[src/inc/sas_params.svh]
/*
  Constants for the converter sequencer: field codes, timing counts, reset values.
  Assumes inclusion by bare name from design files.
*/
`ifndef SAS_PARAMS_SVH
`define SAS_PARAMS_SVH

`define SAS_DIV_SEL_16 2'b00
`define SAS_DIV_SEL_8 2'b01
`define SAS_DIV_SEL_1 2'b10
`define SAS_DIV_SEL_2 2'b11
`define SAS_CHAN_LAST_PIN_A 4'h4
`define SAS_CHAN_LAST_PIN_B 4'hB
`define SAS_CHAN_QUARTER 4'hC
`define SAS_CHAN_BANDGAP 4'hD
`define SAS_SOURCE_NONE 4'hF
`define SAS_EXTRA_PERIODS 5'h02
`define SAS_RESULT_RESET 12'h000
`define SAS_BIAS_TIME_US 256
`define SAS_CLOCK_MHZ 125
`define SAS_BIAS_CYCLES (`SAS_BIAS_TIME_US * `SAS_CLOCK_MHZ)

`endif

[src/inc/sas_pkg.sv]
/*
  Types for the converter sequencer.
  Assumes the params header supplies the numbers.
*/
package sas_pkg;

  typedef struct packed {
    logic [1:0] conv_clock_divider_sel;
    logic [1:0] sample_width_sel;
    logic [1:0] resolution_sel;
    logic global_channel_gate;
    logic [3:0] channel_select_field;
  } sas_config_t;

  typedef struct packed {
    logic analog_sel_valid;
    logic [3:0] analog_source;
    logic sample_pulse_width;
    logic bit_strobe;
    logic [3:0] bit_index;
  } sas_analog_t;

  typedef enum logic [1:0] {
    SAS_IDLE = 2'b00,
    SAS_SAMPLE = 2'b01,
    SAS_CONVERT = 2'b10,
    SAS_FINISH = 2'b11
  } sas_state_t;

endpackage

[src/sas_channel_mux.sv]
/*
  Channel decode: gate and four-bit field to an analog source code and pin strobes.
  Assumes the analog multiplexer honours analog_sel_valid.
*/
`timescale 1ns/1ns
`default_nettype none
`include "sas_params.svh"

module sas_channel_mux (
  input wire logic global_channel_gate,
  input wire logic [3:0] channel_select_field,
  output logic source_valid,
  output logic [3:0] analog_source,
  output logic [4:0] porta_select,
  output logic [7:1] portb_select
);

  logic is_pin_a;
  logic is_pin_b;
  logic is_internal;

  // Codes 111x select nothing, gate low selects nothing
  assign is_pin_a = channel_select_field <= `SAS_CHAN_LAST_PIN_A;
  assign is_pin_b = !is_pin_a && channel_select_field <= `SAS_CHAN_LAST_PIN_B;
  assign is_internal = channel_select_field == `SAS_CHAN_QUARTER ||
                       channel_select_field == `SAS_CHAN_BANDGAP;
  assign source_valid = global_channel_gate && (is_pin_a || is_pin_b || is_internal);
  assign analog_source = source_valid ? channel_select_field : `SAS_SOURCE_NONE;
  assign porta_select = (source_valid && is_pin_a) ?
                        5'(5'h01 << channel_select_field[2:0]) : 5'h00;
  // Code 0101 is port B pin 1, so pin index is code minus 4
  assign portb_select = (source_valid && is_pin_b) ?
                        7'(8'(8'h01 << (channel_select_field - 4'h4)) >> 1) : 7'h00;

endmodule
`default_nettype wire

[src/sas_clock_divider.sv]
/*
  Conversion clock tick generator: one-cycle tick every 1, 2, 8 or 16 CPU cycles.
  Assumes a single CPU clock domain; restart realigns the phase.
*/
`timescale 1ns/1ns
`default_nettype none
`include "sas_params.svh"

module sas_clock_divider (
  input wire logic clock,
  input wire logic reset,
  input wire logic clock_enable,
  input wire logic restart,
  input wire logic [1:0] conv_clock_divider_sel,
  output logic conversion_clock_tick
);

  logic [3:0] count;
  logic [3:0] terminal;

  // Divide codes follow the printed row order
  assign terminal = (conv_clock_divider_sel == `SAS_DIV_SEL_16) ? 4'hF :
                    (conv_clock_divider_sel == `SAS_DIV_SEL_8) ? 4'h7 :
                    (conv_clock_divider_sel == `SAS_DIV_SEL_2) ? 4'h1 : 4'h0;

  assign conversion_clock_tick = clock_enable && !restart && (count == terminal);

  always_ff @(posedge clock or posedge reset)
  begin
    if (reset)
      count <= 4'h0;
    else if (clock_enable)
    begin
      if (restart || count == terminal)
        count <= 4'h0;
      else
        count <= count + 4'h1;
    end
  end

endmodule
`default_nettype wire

[src/sas_sequencer.sv]
/*
  Converter sequencer: channel gate, pin analog config, conversion clock,
  sample pulse, SAR bit steps, done flag and end-of-conversion interrupt flag.
  Assumes software-facing bits arrive as plain synchronous ports and the
  comparator answers each bit strobe with compare_high in the same cycle.
*/
`timescale 1ns/1ns
`default_nettype none
`include "sas_params.svh"

module sas_sequencer (
  input wire logic clock,
  input wire logic reset,
  input wire logic clock_enable,
  input wire sas_pkg::sas_config_t config_bits,
  input wire logic converter_enable,
  input wire logic start,
  input wire logic conv_irq_enable,
  input wire logic global_irq_enable,
  input wire logic irq_flag_write_zero,
  input wire logic [4:0] porta_analog_pin_bit,
  input wire logic [7:0] portb_analog_pin_bit,
  input wire logic compare_high,
  output sas_pkg::sas_analog_t analog_ctrl,
  output logic [4:0] porta_analog_select,
  output logic [7:1] portb_analog_select,
  output logic [4:0] porta_digital_enable,
  output logic [7:0] portb_digital_enable,
  output logic busy,
  output logic done,
  output logic [11:0] result,
  output logic conv_irq_flag_read,
  output logic conv_irq_request
);

  // ==========================================================
  // Decode helpers
  // ==========================================================
  function automatic logic [3:0] sample_periods(input logic [1:0] sel);
    sample_periods = 4'(4'h1 << sel);
  endfunction

  function automatic logic [3:0] resolution_bits(input logic [1:0] sel);
    if (sel[1])
      resolution_bits = 4'd12;
    else if (sel[0])
      resolution_bits = 4'd10;
    else
      resolution_bits = 4'd8;
  endfunction

  // Codes 111x and a closed gate leave nothing to convert
  function automatic logic source_valid_now(input logic gate, input logic [3:0] code);
    source_valid_now = gate && (code < 4'hE);
  endfunction

  sas_pkg::sas_state_t state;
  sas_pkg::sas_state_t next_state;
  sas_pkg::sas_config_t held;
  logic tick;
  logic restart;
  logic source_valid;
  logic [3:0] source_code;
  logic [4:0] porta_sel;
  logic [7:1] portb_sel;
  logic [3:0] period_count;
  logic [3:0] bit_index;
  logic [3:0] bits_total;
  logic [1:0] tail_count;
  logic [11:0] sar;
  logic done_prev;
  logic irq_flag;
  logic done_rise;
  logic start_ok;
  logic sample_end;
  logic convert_end;
  logic tail_end;

  // ==========================================================
  // Channel and pin configuration
  // ==========================================================
  sas_channel_mux u_mux (
    .global_channel_gate(held.global_channel_gate),
    .channel_select_field(held.channel_select_field),
    .source_valid(source_valid),
    .analog_source(source_code),
    .porta_select(porta_sel),
    .portb_select(portb_sel)
  );

  // Analog pins lose their digital buffer to stop leakage
  assign porta_digital_enable = ~porta_analog_pin_bit;
  assign portb_digital_enable = ~portb_analog_pin_bit;
  // The switch only closes during a conversion with a valid source
  assign porta_analog_select = busy ? porta_sel : 5'h00;
  assign portb_analog_select = busy ? portb_sel : 7'h00;

  // ==========================================================
  // Conversion clock
  // ==========================================================
  // Holding the divider at zero while idle starts the first period at the take
  assign restart = state == sas_pkg::SAS_IDLE;

  sas_clock_divider u_div (
    .clock(clock),
    .reset(reset),
    .clock_enable(clock_enable),
    .restart(restart),
    .conv_clock_divider_sel(held.conv_clock_divider_sel),
    .conversion_clock_tick(tick)
  );

  // ==========================================================
  // Sequence control
  // ==========================================================
  // Gate low: start is ignored and nothing converts
  // Live settings are checked, so a refused start never moves the state
  assign start_ok = start && converter_enable &&
                    source_valid_now(config_bits.global_channel_gate,
                                     config_bits.channel_select_field);
  assign bits_total = resolution_bits(held.resolution_sel);
  assign sample_end = tick && (period_count == sample_periods(held.sample_width_sel) - 4'h1);
  assign convert_end = tick && (bit_index == bits_total - 4'h1);
  assign tail_end = tick && (tail_count == 2'(`SAS_EXTRA_PERIODS - 5'h01));

  always_comb
  begin
    next_state = state;
    case (state)
      sas_pkg::SAS_IDLE:
        if (start_ok)
          next_state = sas_pkg::SAS_SAMPLE;
      sas_pkg::SAS_SAMPLE:
        if (sample_end)
          next_state = sas_pkg::SAS_CONVERT;
      sas_pkg::SAS_CONVERT:
        if (convert_end)
          next_state = sas_pkg::SAS_FINISH;
      sas_pkg::SAS_FINISH:
        if (tail_end)
          next_state = sas_pkg::SAS_IDLE;
      default:
        next_state = sas_pkg::SAS_IDLE;
    endcase
    // Dropping the enable aborts a conversion without raising done
    if (!converter_enable)
      next_state = sas_pkg::SAS_IDLE;
  end

  // ==========================================================
  // State register
  // ==========================================================
  always_ff @(posedge clock or posedge reset)
  begin
    if (reset)
      state <= sas_pkg::SAS_IDLE;
    else if (clock_enable)
      state <= next_state;
  end

  // ==========================================================
  // Settings latch
  // ==========================================================
  // Settings are frozen for the whole conversion; a change mid-run waits
  always_ff @(posedge clock or posedge reset)
  begin
    if (reset)
      held <= '0;
    else if (clock_enable && state == sas_pkg::SAS_IDLE)
      held <= config_bits;
  end

  // ==========================================================
  // Sample phase
  // ==========================================================
  always_ff @(posedge clock or posedge reset)
  begin
    if (reset)
      period_count <= 4'h0;
    else if (clock_enable)
    begin
      if (state != sas_pkg::SAS_SAMPLE)
        period_count <= 4'h0;
      else if (tick)
        period_count <= period_count + 4'h1;
    end
  end

  // ==========================================================
  // Bit decisions
  // ==========================================================
  // One decision per conversion clock period, MSB first
  // The comparator answers in the strobe cycle, so each bit lands at that edge
  always_ff @(posedge clock or posedge reset)
  begin
    if (reset)
    begin
      bit_index <= 4'h0;
      sar <= `SAS_RESULT_RESET;
    end
    else if (clock_enable)
    begin
      if (state == sas_pkg::SAS_SAMPLE)
      begin
        bit_index <= 4'h0;
        sar <= `SAS_RESULT_RESET;
      end
      else if (state == sas_pkg::SAS_CONVERT && tick)
      begin
        bit_index <= bit_index + 4'h1;
        sar[4'd11 - bit_index] <= compare_high;
      end
    end
  end

  // ==========================================================
  // Finish phase
  // ==========================================================
  always_ff @(posedge clock or posedge reset)
  begin
    if (reset)
      tail_count <= 2'b00;
    else if (clock_enable)
    begin
      if (state != sas_pkg::SAS_FINISH)
        tail_count <= 2'b00;
      else if (tick)
        tail_count <= tail_count + 2'b01;
    end
  end

  // ==========================================================
  // Done and result
  // ==========================================================
  always_ff @(posedge clock or posedge reset)
  begin
    if (reset)
    begin
      done <= 1'b0;
      result <= `SAS_RESULT_RESET;
      done_prev <= 1'b0;
    end
    else if (clock_enable)
    begin
      done_prev <= done;
      if (start_ok && state == sas_pkg::SAS_IDLE)
        done <= 1'b0;
      else if (state == sas_pkg::SAS_FINISH && tail_end)
      begin
        done <= 1'b1;
        result <= sar;
      end
    end
  end

  // ==========================================================
  // Interrupt flag
  // ==========================================================
  // Only the rising edge sets the flag, so a done left high cannot re-raise it
  assign done_rise = done && !done_prev;

  // Set beats a same-cycle software clear so no completion is lost
  always_ff @(posedge clock or posedge reset)
  begin
    if (reset)
      irq_flag <= 1'b0;
    else if (clock_enable)
    begin
      if (done_rise)
        irq_flag <= 1'b1;
      else if (irq_flag_write_zero)
        irq_flag <= 1'b0;
    end
  end

  assign conv_irq_flag_read = irq_flag && conv_irq_enable;
  assign conv_irq_request = irq_flag && conv_irq_enable && global_irq_enable;
  assign busy = state != sas_pkg::SAS_IDLE;

  // ==========================================================
  // Analog side outputs
  // ==========================================================
  // One assignment drives the whole bundle, so the port has a single driver
  assign analog_ctrl = '{
    analog_sel_valid: busy && source_valid,
    analog_source: busy ? source_code : `SAS_SOURCE_NONE,
    sample_pulse_width: state == sas_pkg::SAS_SAMPLE,
    bit_strobe: state == sas_pkg::SAS_CONVERT && tick,
    bit_index: bit_index
  };

endmodule
`default_nettype wire

[config.mk]
export PLATFORM = sky130hd
export DESIGN_NAME = sas_sequencer
export DESIGN_NICKNAME = d
export VERILOG_FILES = /design/src/inc/sas_pkg.sv /design/src/sas_channel_mux.sv /design/src/sas_clock_divider.sv /design/src/sas_sequencer.sv
export VERILOG_INCLUDE_DIRS = /design/src /design/src/inc
export SDC_FILE = /design/constraint.sdc
export NUM_CORES = 1
export LEC_CHECK = 0
export BUFFER_PORTS_ARGS = -buffer_cell sky130_fd_sc_hd__buf_4
export CAP_MARGIN = 40
export CELL_PAD_IN_SITES_DETAIL_PLACEMENT = 2
export CELL_PAD_IN_SITES_GLOBAL_PLACEMENT = 2
export CORE_UTILIZATION = 34
export DETAILED_ROUTE_END_ITERATION = 16
export PLACE_DENSITY_LB_ADDON = 0.1
export SLEW_MARGIN = 25
export SYNTH_ARGS = -nofsm -noshare
export SYNTH_HDL_FRONTEND = slang
export SYNTH_HIERARCHICAL = 1
export SYNTH_SLANG_ARGS = --single-unit
[constraint.sdc]
create_clock -name clock -period 4.3 [get_ports clock]
set_input_delay 0.645 -clock clock [delete_from_list [all_inputs] [get_ports clock]]
set_output_delay 0.645 -clock clock [all_outputs]
set_load 0.005 [all_outputs]
==> flow_metrics.tcl, run 1 <==
set metrics [dict create \
    status "complete, but fails checks" \
    violations "DRC" \
    area.growth.synth_to_final_pct 27.1 \
    max-cap-violations 0 \
    worstSetupPathType "flop to output port" \
    combPwrFrac_pct 45.1 \
    synthSimpleGateAreaFrac_pct 22.4 \
    io_buffers 84 \
    critical_path.slowest_cell "or4b_1" \
    synth_top_family_by_area "simple AND/OR/NAND/NOR gates" \
    synth_fp_nets 376 \
    synth_edf_count 0 \
    synth_area_mm2 0.00316 \
    start_util_pct 35.7 \
    synth-compound-area-share_pct 10.6 \
    synth.distinct_cells 56 \
    routedWlPerCell_um 17.0 \
    required_ps 3650 \
    ys_warn_count 6 \
    synth-main-ff-cell "dfrtp_1" \
    clkPwrFrac_pct 16.5 \
    hold_class "input pin to asynchronous set/reset pin" \
    antenna_found_initial 0 \
    cts_root_buffer "clkbuf_8" \
    ys_seq_area_share_pct 42.8 \
    placed_cell_area_mm2 0.00390 \
    path_max_fanout 12 \
    cp.arrival_ps 2560 \
    dieWidth_um 98.3 \
    seq_power_share_pct 38.5 \
    drive_gt1_share_pct 32.2 \
    setup_viol 0 \
    stdcell_area_mm2 0.00401 \
    net-switching-power_mw 0.876 \
    ys_ff_latch 54 \
    syn_inst 329 \
    hold_buffers 0 \
    syn_avg_cell_area_um2 9.59 \
    synthAdderAreaFrac_pct 5.55 \
    cts.repair.resized 0 \
    async_flop_share_pct 100 \
    h-tree-depth 2 \
    final_common_cell "buf_4" \
    tightest_slew_ps 748 \
    die_y_um 98.3 \
    clock.fmax_mhz 312 \
    clk_pin_slew_worst_paths_ps 100 \
    viasPerCell 5.17 \
    hpwlAfterDp_um 6670 \
    drt-initial-drc-count 76 \
    crit_path_end_kind "output port" \
    cts_made_buffers 5 \
    drc 5 \
    globalRouteOverflowTotal 0 \
    power_mw 2.12 \
    vdd_drop_max_uv 219 \
    min_period_ps 3210 \
    place_congestion 0.751 \
    grt_pass1_vias 2884 \
    intPower_mw 1.24 \
    final_core_util_pct 45.3 \
    rows 34 \
    slowest_delay_ps 650 \
    grt_max_degree 51 \
    clockBufferDepth 2 \
    route.vias.total 2692 \
    n_antenna_cell 0 \
    synthXorXnorAreaFrac_pct 0.555 \
    ios 85 \
    path_buf_inv 1 \
    track_usage_pct 19.3 \
    ant_nets 0 \
    core_mm2 0.00885 \
    post_cts_buffers 0 \
    grt_pass1_wl_um 14800 \
    finalWirelength_um 8880 \
    rsz0062_at_grt "no" \
    synth.top_cell.area_share_pct 42.8 \
    cts_sinks 54 \
    p_sw_share_pct 41.4 \
    synth_top_cells_by_area "dfrtp_1 43%, mux2_2 8.2%, ha_1 5.6%, mux2i_1 4.4%, inv_1 3.8%" \
    yosysTopAreaCell "dfrtp_1" \
    die_area_mm2 0.00967 \
    hold_viol 0 \
    fillCellCount 1008 \
    tritoncts "built" \
    slew_viol_final 0 \
    synth.area.mux_share_pct 12.6 \
    path_cells "ha_1, nor3b_1, or4b_1, nor4_1, nor2b_1, buf_4" \
    power_density_mw_per_mm2 528 \
    cp_top_family "simple AND/OR/NAND/NOR gates" \
    p_leak_nw 2.01 \
    slew_headroom_pct 50.1 \
    fin_skew_ps 8.25 \
    clk_latency_ps 310 \
    start_kind "flop" \
    most-common-layout-cells "88 x buf_4, 54 x dfrtp_1, 31 x inv_1" \
    first_pass_iters 12 \
    fin_nets 459 \
    finalCritPeriodShare_pct 74.6 \
    fin_setup_tns_ps 0 \
]
==> sequential cells by signal (all words and copies together) (netlist names) <==
signal	count
bit_index	4
done	1
done_prev	1
held	11
irq_flag	1
period_count	4
result	12
sar	12
state	2
tail_count	2
u_div/count	4
==> layer usage <==
layer / GRT usage (%) / share of wire (%) / up-vias
li1: - / - / 1293
met1: 24.0 / 44 / 1333
met2: 35.5 / 52 / 62
met3: 2.58 / 3.6 / 4
met4: 4.13 / 0.74 / 0
met5: 0 / 0 / -
==> final timing paths <==
kind / startpoint / end / cells after the start / slack, ps
min in group clock: done_prev / irq_flag / 1 / 470
hold / removal: reset / u_div/count[3] / 2 / 230
max in group asynchronous: reset / result[1] / 3 / 3330
hold reg to reg: done_prev / irq_flag / 1 / 470
setup / recovery: held[2] / portb_analog_select[7] / 6 / 1090
setup reg to reg: state[0] / sar[5] / 9 / 1530
==> synth_stat cells, types with 4 or more instances <==
master and count:
dfrtp_1 54, inv_1 32, nand2_1 27, nor2_1 27
mux2_2 23, nor2b_1 19, nand3_1 18, ha_1 14
mux2i_1 14, o21ai_0 13, clkbuf_1 8, nand2b_1 7
nor3_1 6, a21oi_1 4, nor4_1 4, or2_2 4
==> power by group through the flow <==
stage               Combinational, mW  Clock (mW)  Sequential (mW)
floorplan                       0.675           0            0.750
global placement                0.920           0            0.816
detailed placement              0.963           0            0.825
CTS                             0.971       0.361            0.816
global route                     1.07       0.375            0.841
finish                          0.954       0.348            0.814
==> layout make-up <==
cell class	count	area (um2)	share of cell area (%)
multi-input combinational	231	1630	40.7
sequential	54	1350	33.7
timing repair buffer	88	661	16.5
tap	108	135	3.37
inverter	32	120	3.00
clock buffer	6	72.6	1.81
clock inverter	2	37.5	0.936
==> stage by stage <==
| step | hold slack (ps) | setup WS (ps) | std cells |
|---|---|---|---|
| finish | 226 | 1090 | 521 |
| global route | 221 | 851 | 521 |
| CTS | 223 | 1070 | 521 |
| detailed placement | 455 | 1430 | 513 |
| global placement | 451 | 1510 | 512 |
| floorplan | 411 | 1750 | 329 |
==> cells by family after synthesis <==
kind of cell / count (synthesis)
flops: 54
xor+xnor: 2
fa+ha+maj: 14
compound gates: 45
buf+inv: 44
mux: 37
simple gates: 133
Power figures use the tool's default switching activity.
==> run 2, diff against run 1 <==
Settings changed: ABC_AREA from default to 1, CORE_UTILIZATION 34 to 29.
Clock period 4.3 ns to 3.2 ns, I/O delays scaled along.
==> flow_metrics.tcl, run 2 <==
set metrics [dict create \
    status "complete, no violations" \
    track_usage_pct 16.3 \
    placed_cell_area_mm2 0.00390 \
    post_cts_buffers 0 \
    required_ps 2720 \
    clk_latency_ps 310 \
    yosysTopAreaCell "dfrtp_1" \
    hold_viol 0 \
    ios 85 \
    syn_inst 403 \
    io_buffers 84 \
    cp.arrival_ps 2100 \
    antenna_found_initial 0 \
    area.growth.synth_to_final_pct 29.6 \
    hold_buffers 0 \
    fin_nets 537 \
    path_max_fanout 5 \
    final_common_cell "buf_4" \
    final_cells 627 \
    slew_headroom_pct 54.1 \
    start_kind "flop" \
    drc 0 \
    ant_nets 0 \
    globalRouteMet3Util_pct 2.47 \
    cts_root_buffer "clkbuf_8" \
    top_regs "result: 12 flops, sar: 12 flops, held: 11 flops" \
    synth-main-ff-cell "dfrtp_1" \
    tritoncts "built" \
    tightest_slew_ps 688 \
    cts_made_buffers 5 \
    dp_cells 619 \
    synth_edf_count 0 \
    p_leak_nw 2.14 \
    cts.repair.resized 0 \
    core_mm2 0.0104 \
    routedWlPerCell_um 14.0 \
    holdWs_ps 57.3 \
    drt-initial-drc-count 82 \
    syn_avg_cell_area_um2 7.75 \
    async_flop_share_pct 100 \
    grt_pass1_vias 3056 \
    ys_ff_latch 54 \
    hold_class "input pin to asynchronous set/reset pin" \
    fin_setup_tns_ps 0 \
    grt.busiest_layer "met2" \
    stdcell_area_mm2 0.00405 \
    ys_seq_area_share_pct 43.3 \
    synth_top_cells_by_area "dfrtp_1 43%, inv_1 8.9%, nand2_1 8.9%, nor2_1 6.9%, ha_1 5.6%" \
    min_period_ps 2580 \
    most-common-layout-cells "86 x buf_4, 74 x nand2_1, 73 x inv_1" \
    worstSetupPathType "flop to output port" \
    start_util_pct 30.1 \
    fin_skew_ps 8.35 \
    synthTopCellsByCount "74 x inv_1, 74 x nand2_1, 57 x nor2_1" \
    drive_gt1_share_pct 27.1 \
    hpwlAfterDp_um 6830 \
    die_y_um 106 \
    clockBufferDepth 2 \
    grt_max_degree 31 \
    vdd_drop_max_uv 204 \
    crit_path_end_kind "output port" \
    synth_fp_nets 450 \
    synth.distinct_cells 31 \
    max-cap-violations 0 \
    ys_warn_count 6 \
    slew_viol_final 0 \
    dieWidth_um 106 \
    multi_input_area_mm2 0.00143 \
    regArea_mm2 0.00135 \
    globalRouteOverflowTotal 0 \
    place_congestion 0.722 \
    grt_pass1_wl_um 14600 \
    setup_viol 0 \
    clk_pin_slew_worst_paths_ps 100 \
    clock.fmax_mhz 388 \
    synth_area_mm2 0.00312 \
    cts_sinks 54 \
    first_pass_iters 4 \
    finalWirelength_um 8770 \
    synth.top_cell.area_share_pct 43.3 \
    viasPerCell 4.59 \
    met2_usage_pct 28.9 \
    route.vias.total 2875 \
    die_area_mm2 0.0112 \
    h-tree-depth 2 \
    power_density_mw_per_mm2 713 \
    rows 37 \
    rsz0062_at_grt "no" \
    final_core_util_pct 39.0 \
    fillCellCount 1240 \
    n_antenna_cell 0 \
    finalCritPeriodShare_pct 80.6 \
    grtUsageMet1_pct 20.8 \
]
==> run 2: cell count changes in the layout (fill, tap and decap cells not counted), sizes merged, moves of 4 or more <==
cell,before,now
a21oi,4,29
inv,32,78
mux2,23,15
mux2i,14,1
nand2,27,81
nand2b,7,0
nand3,18,23
nor2,27,59
nor2b,19,0
nor3,6,2
nor4,4,0
o21ai,16,26
==> run 2: path summary, 6_finish.rpt <==
path / start / end / slack, ps / cells past startpoint
max: held[10] / analog_ctrl[4] / 620 / 8
min: reset / u_div/count[1] / 60 / 2
max in group asynchronous: reset / result[10] / 2180 / 3
min reg2reg: done_prev / irq_flag / 470 / 1
max reg2reg: held[10] / sar[4] / 750 / 10
min in group clock: config_bits[9] / held[9] / 400 / 2
==> run 2: critical path, stage by stage (launching register included) <==
cell and delay [ps]:
dfrtp_1 450, nor2_1 140, nor2_1 60, nor2_2 130, nand3_2 110, nor3_1 430, nand2_1 220, inv_1 130
buf_4 120
==> run 2: cells by family (layout without fill, tap and decap cells) <==
group / after synthesis / in the layout / share of synthesized area (%)
buffers and inverters: 87 / 175 / 10.9
XOR/XNOR: 3 / 3 / 0.841
adder cells (fa/ha/maj): 14 / 14 / 5.61
AO/OA/AOI/OAI: 59 / 59 / 10.2
AND/OR/NAND/NOR: 170 / 170 / 23.2
flip-flops: 54 / 54 / 43.3
multiplexers: 16 / 16 / 5.97
==> run 2: metal layers <==
metal  share of wire [%]  up-vias
met1                  46     1394
met5                   0        -
met3                 3.3        7
met2                  49       58
met4                0.94        0
li1                    -     1416
==> run 2: through the flow <==
step	worst slack, ps	power [mW]
after floorplan	1170	1.89
after global placement	855	2.30
after detailed placement	767	2.36
after CTS	566	2.95
after global routing	456	3.15
final	622	2.88
==> run 2: area by class of cell <==
type | instances | area share (%)
inverter | 81 | 7.51
timing repair buffer | 86 | 16.0
multi-input combinational | 262 | 35.4
tap | 136 | 4.21
clock buffer | 6 | 2.04
clock inverter | 2 | 1.48
sequential | 54 | 33.4
==> run 2: power by group <==
group          internal, mW  switching (mW)  leakage [nW]  total [mW]
Combinational         0.490           0.760          1.35        1.25
Clock                 0.334           0.235        0.0714       0.569
Sequential            0.859           0.206         0.714        1.06
==> run 3, diff against run 2 <==
Clock period 3.2 ns to 2.65 ns, I/O delays scaled along.
==> flow_metrics.tcl, run 3 (same netlist as run 2, synthesis figures left out) <==
set metrics [dict create \
    finalWirelength_um 8990 \
    track_usage_pct 17.2 \
    routedWlPerCell_um 14.3 \
    min_period_ps 2370 \
    crit_path_end_kind "output port" \
    start_kind "flop" \
    slowest_delay_ps 440 \
    clk_pin_slew_worst_paths_ps 100 \
    critical_path.slowest_cell "dfrtp_1" \
    path_cells "inv_1, ha_1, inv_1, nand2_1, nand3_2, nand2_2, nand2_1, or2_2, buf_4" \
    cts_made_buffers 5 \
    die_area_mm2 0.0112 \
    vdd_drop_max_uv 331 \
    power_density_mw_per_mm2 818 \
    drive_gt1_share_pct 27.2 \
    wl_met3_um 355 \
    grt_pass1_vias 3146 \
    power_mw 3.28 \
    clock.fmax_mhz 421 \
    tightest_slew_ps 611 \
    area.growth.synth_to_final_pct 28.5 \
    path_max_fanout 6 \
    clk_latency_ps 310 \
    final_common_cell "buf_4" \
    wl_met1_um 3960 \
    met2_length_um 4590 \
    path_buf_inv 3 \
    worstSetupPathType "flop to output port" \
    finalCritPeriodShare_pct 89.6 \
    place_congestion 0.759 \
    n_antenna_cell 0 \
    fillCellCount 1273 \
    max-cap-violations 0 \
    post_cts_buffers 0 \
    top_layer "met4" \
    rows 37 \
    r2r_slack_ps 420 \
    core_mm2 0.0104 \
    drc 0 \
    required_ps 2250 \
    drt-initial-drc-count 53 \
    ant_nets 0 \
    cp_top_family "simple AND/OR/NAND/NOR gates" \
    multi_input_area_mm2 0.00144 \
    holdWs_ps 315 \
    hpwlAfterDp_um 7110 \
    io_buffers 84 \
    h-tree-depth 2 \
    cp.arrival_ps 1980 \
    fin_setup_tns_ps 0 \
    fin_nets 540 \
    viasPerCell 4.66 \
    rsz0062_at_grt "no" \
    slew_headroom_pct 59.2 \
    start_util_pct 30.1 \
    die_y_um 106 \
    cts_root_buffer "clkbuf_8" \
    globalRouteOverflowTotal 0 \
    top_regs "result: 12 flops, sar: 12 flops, held: 11 flops" \
    grt_max_degree 25 \
    dieWidth_um 106 \
    status "complete, no violations" \
    ios 85 \
    slew_viol_final 0 \
    antenna_found_initial 0 \
    regArea_mm2 0.00135 \
    hold_viol 0 \
    grt_pass1_wl_um 15400 \
    clockBufferDepth 2 \
    cts_sinks 54 \
    route.vias.total 2930 \
    hold_class "input pin to flop" \
    fin_skew_ps 4.40 \
    p_leak_nw 2.12 \
    most-common-layout-cells "88 x buf_4, 74 x nand2_1, 73 x inv_1" \
    setup_viol 0 \
    tritoncts "built" \
    first_pass_iters 4 \
]
-- run 3: power breakdown --
part           internal [mW]  total (mW)  switching (mW)
Sequential              1.04        1.28           0.241
Combinational          0.604        1.55           0.943
Clock                  0.182       0.459           0.277
Total                   1.82        3.28            1.46
-- run 3: what timing repair did --
action,4_1_cts,5_1_grt
setup endpoints to repair,0,14
endpoints found under the hold margin,4,0
hold buffers,1,0
resized for setup,0,1
-- run 3: per-layer routing --
metal,vias up,GRT usage [%]
met4,0,3.77
met2,60,31.1
met5,-,0
li1,1420,-
met1,1443,21.0
met3,7,3.09
-- run 3: worst register-to-register path: stages, from the launching register on --
cell	delay [ps]
dfrtp_1	440
nor2_1	140
nor2_1	60
nor2_2	110
nand3_2	120
nor3_2	290
nand2_1	190
a21oi_4	330
nand2_2	120
inv_1	130
nand2_1	60
a21oi_1	160
-- run 3: worst paths after layout --
kind,cells after the start,to,startpoint
worst max-delay path,9,analog_ctrl[7],held[3]
max in group asynchronous,4,sar[11],reset
worst min-delay path,2,held[9],config_bits[9]
worst min register to register,1,irq_flag,done_prev
worst max register to register,11,sar[10],held[10]
min in group asynchronous,3,u_div/count[3],reset
-- run 3: cell type report --
cell class,count,share of cell area [%]
multi-input cells,262,35.8
flip-flops and latches,54,33.7
well taps,136,4.24
inverters,81,7.57
clock buffers,6,1.81
clock inverters,1,0.187
repair buffers,89,16.7
-- run 3: metrics by stage --
| step | utilization [%] | area [um2] | setup WS [ps] | std cells |
|---|---|---|---|---|
| after floorplan | - | 3120 | 621 | 403 |
| after global placement | 37.8 | 3920 | 305 | 621 |
| after detailed placement | 37.8 | 3920 | 196 | 621 |
| after CTS | 38.7 | 4010 | 63.7 | 629 |
| after global routing | 38.7 | 4010 | 91.3 | 629 |
| final | 38.7 | 4010 | 277 | 629 |
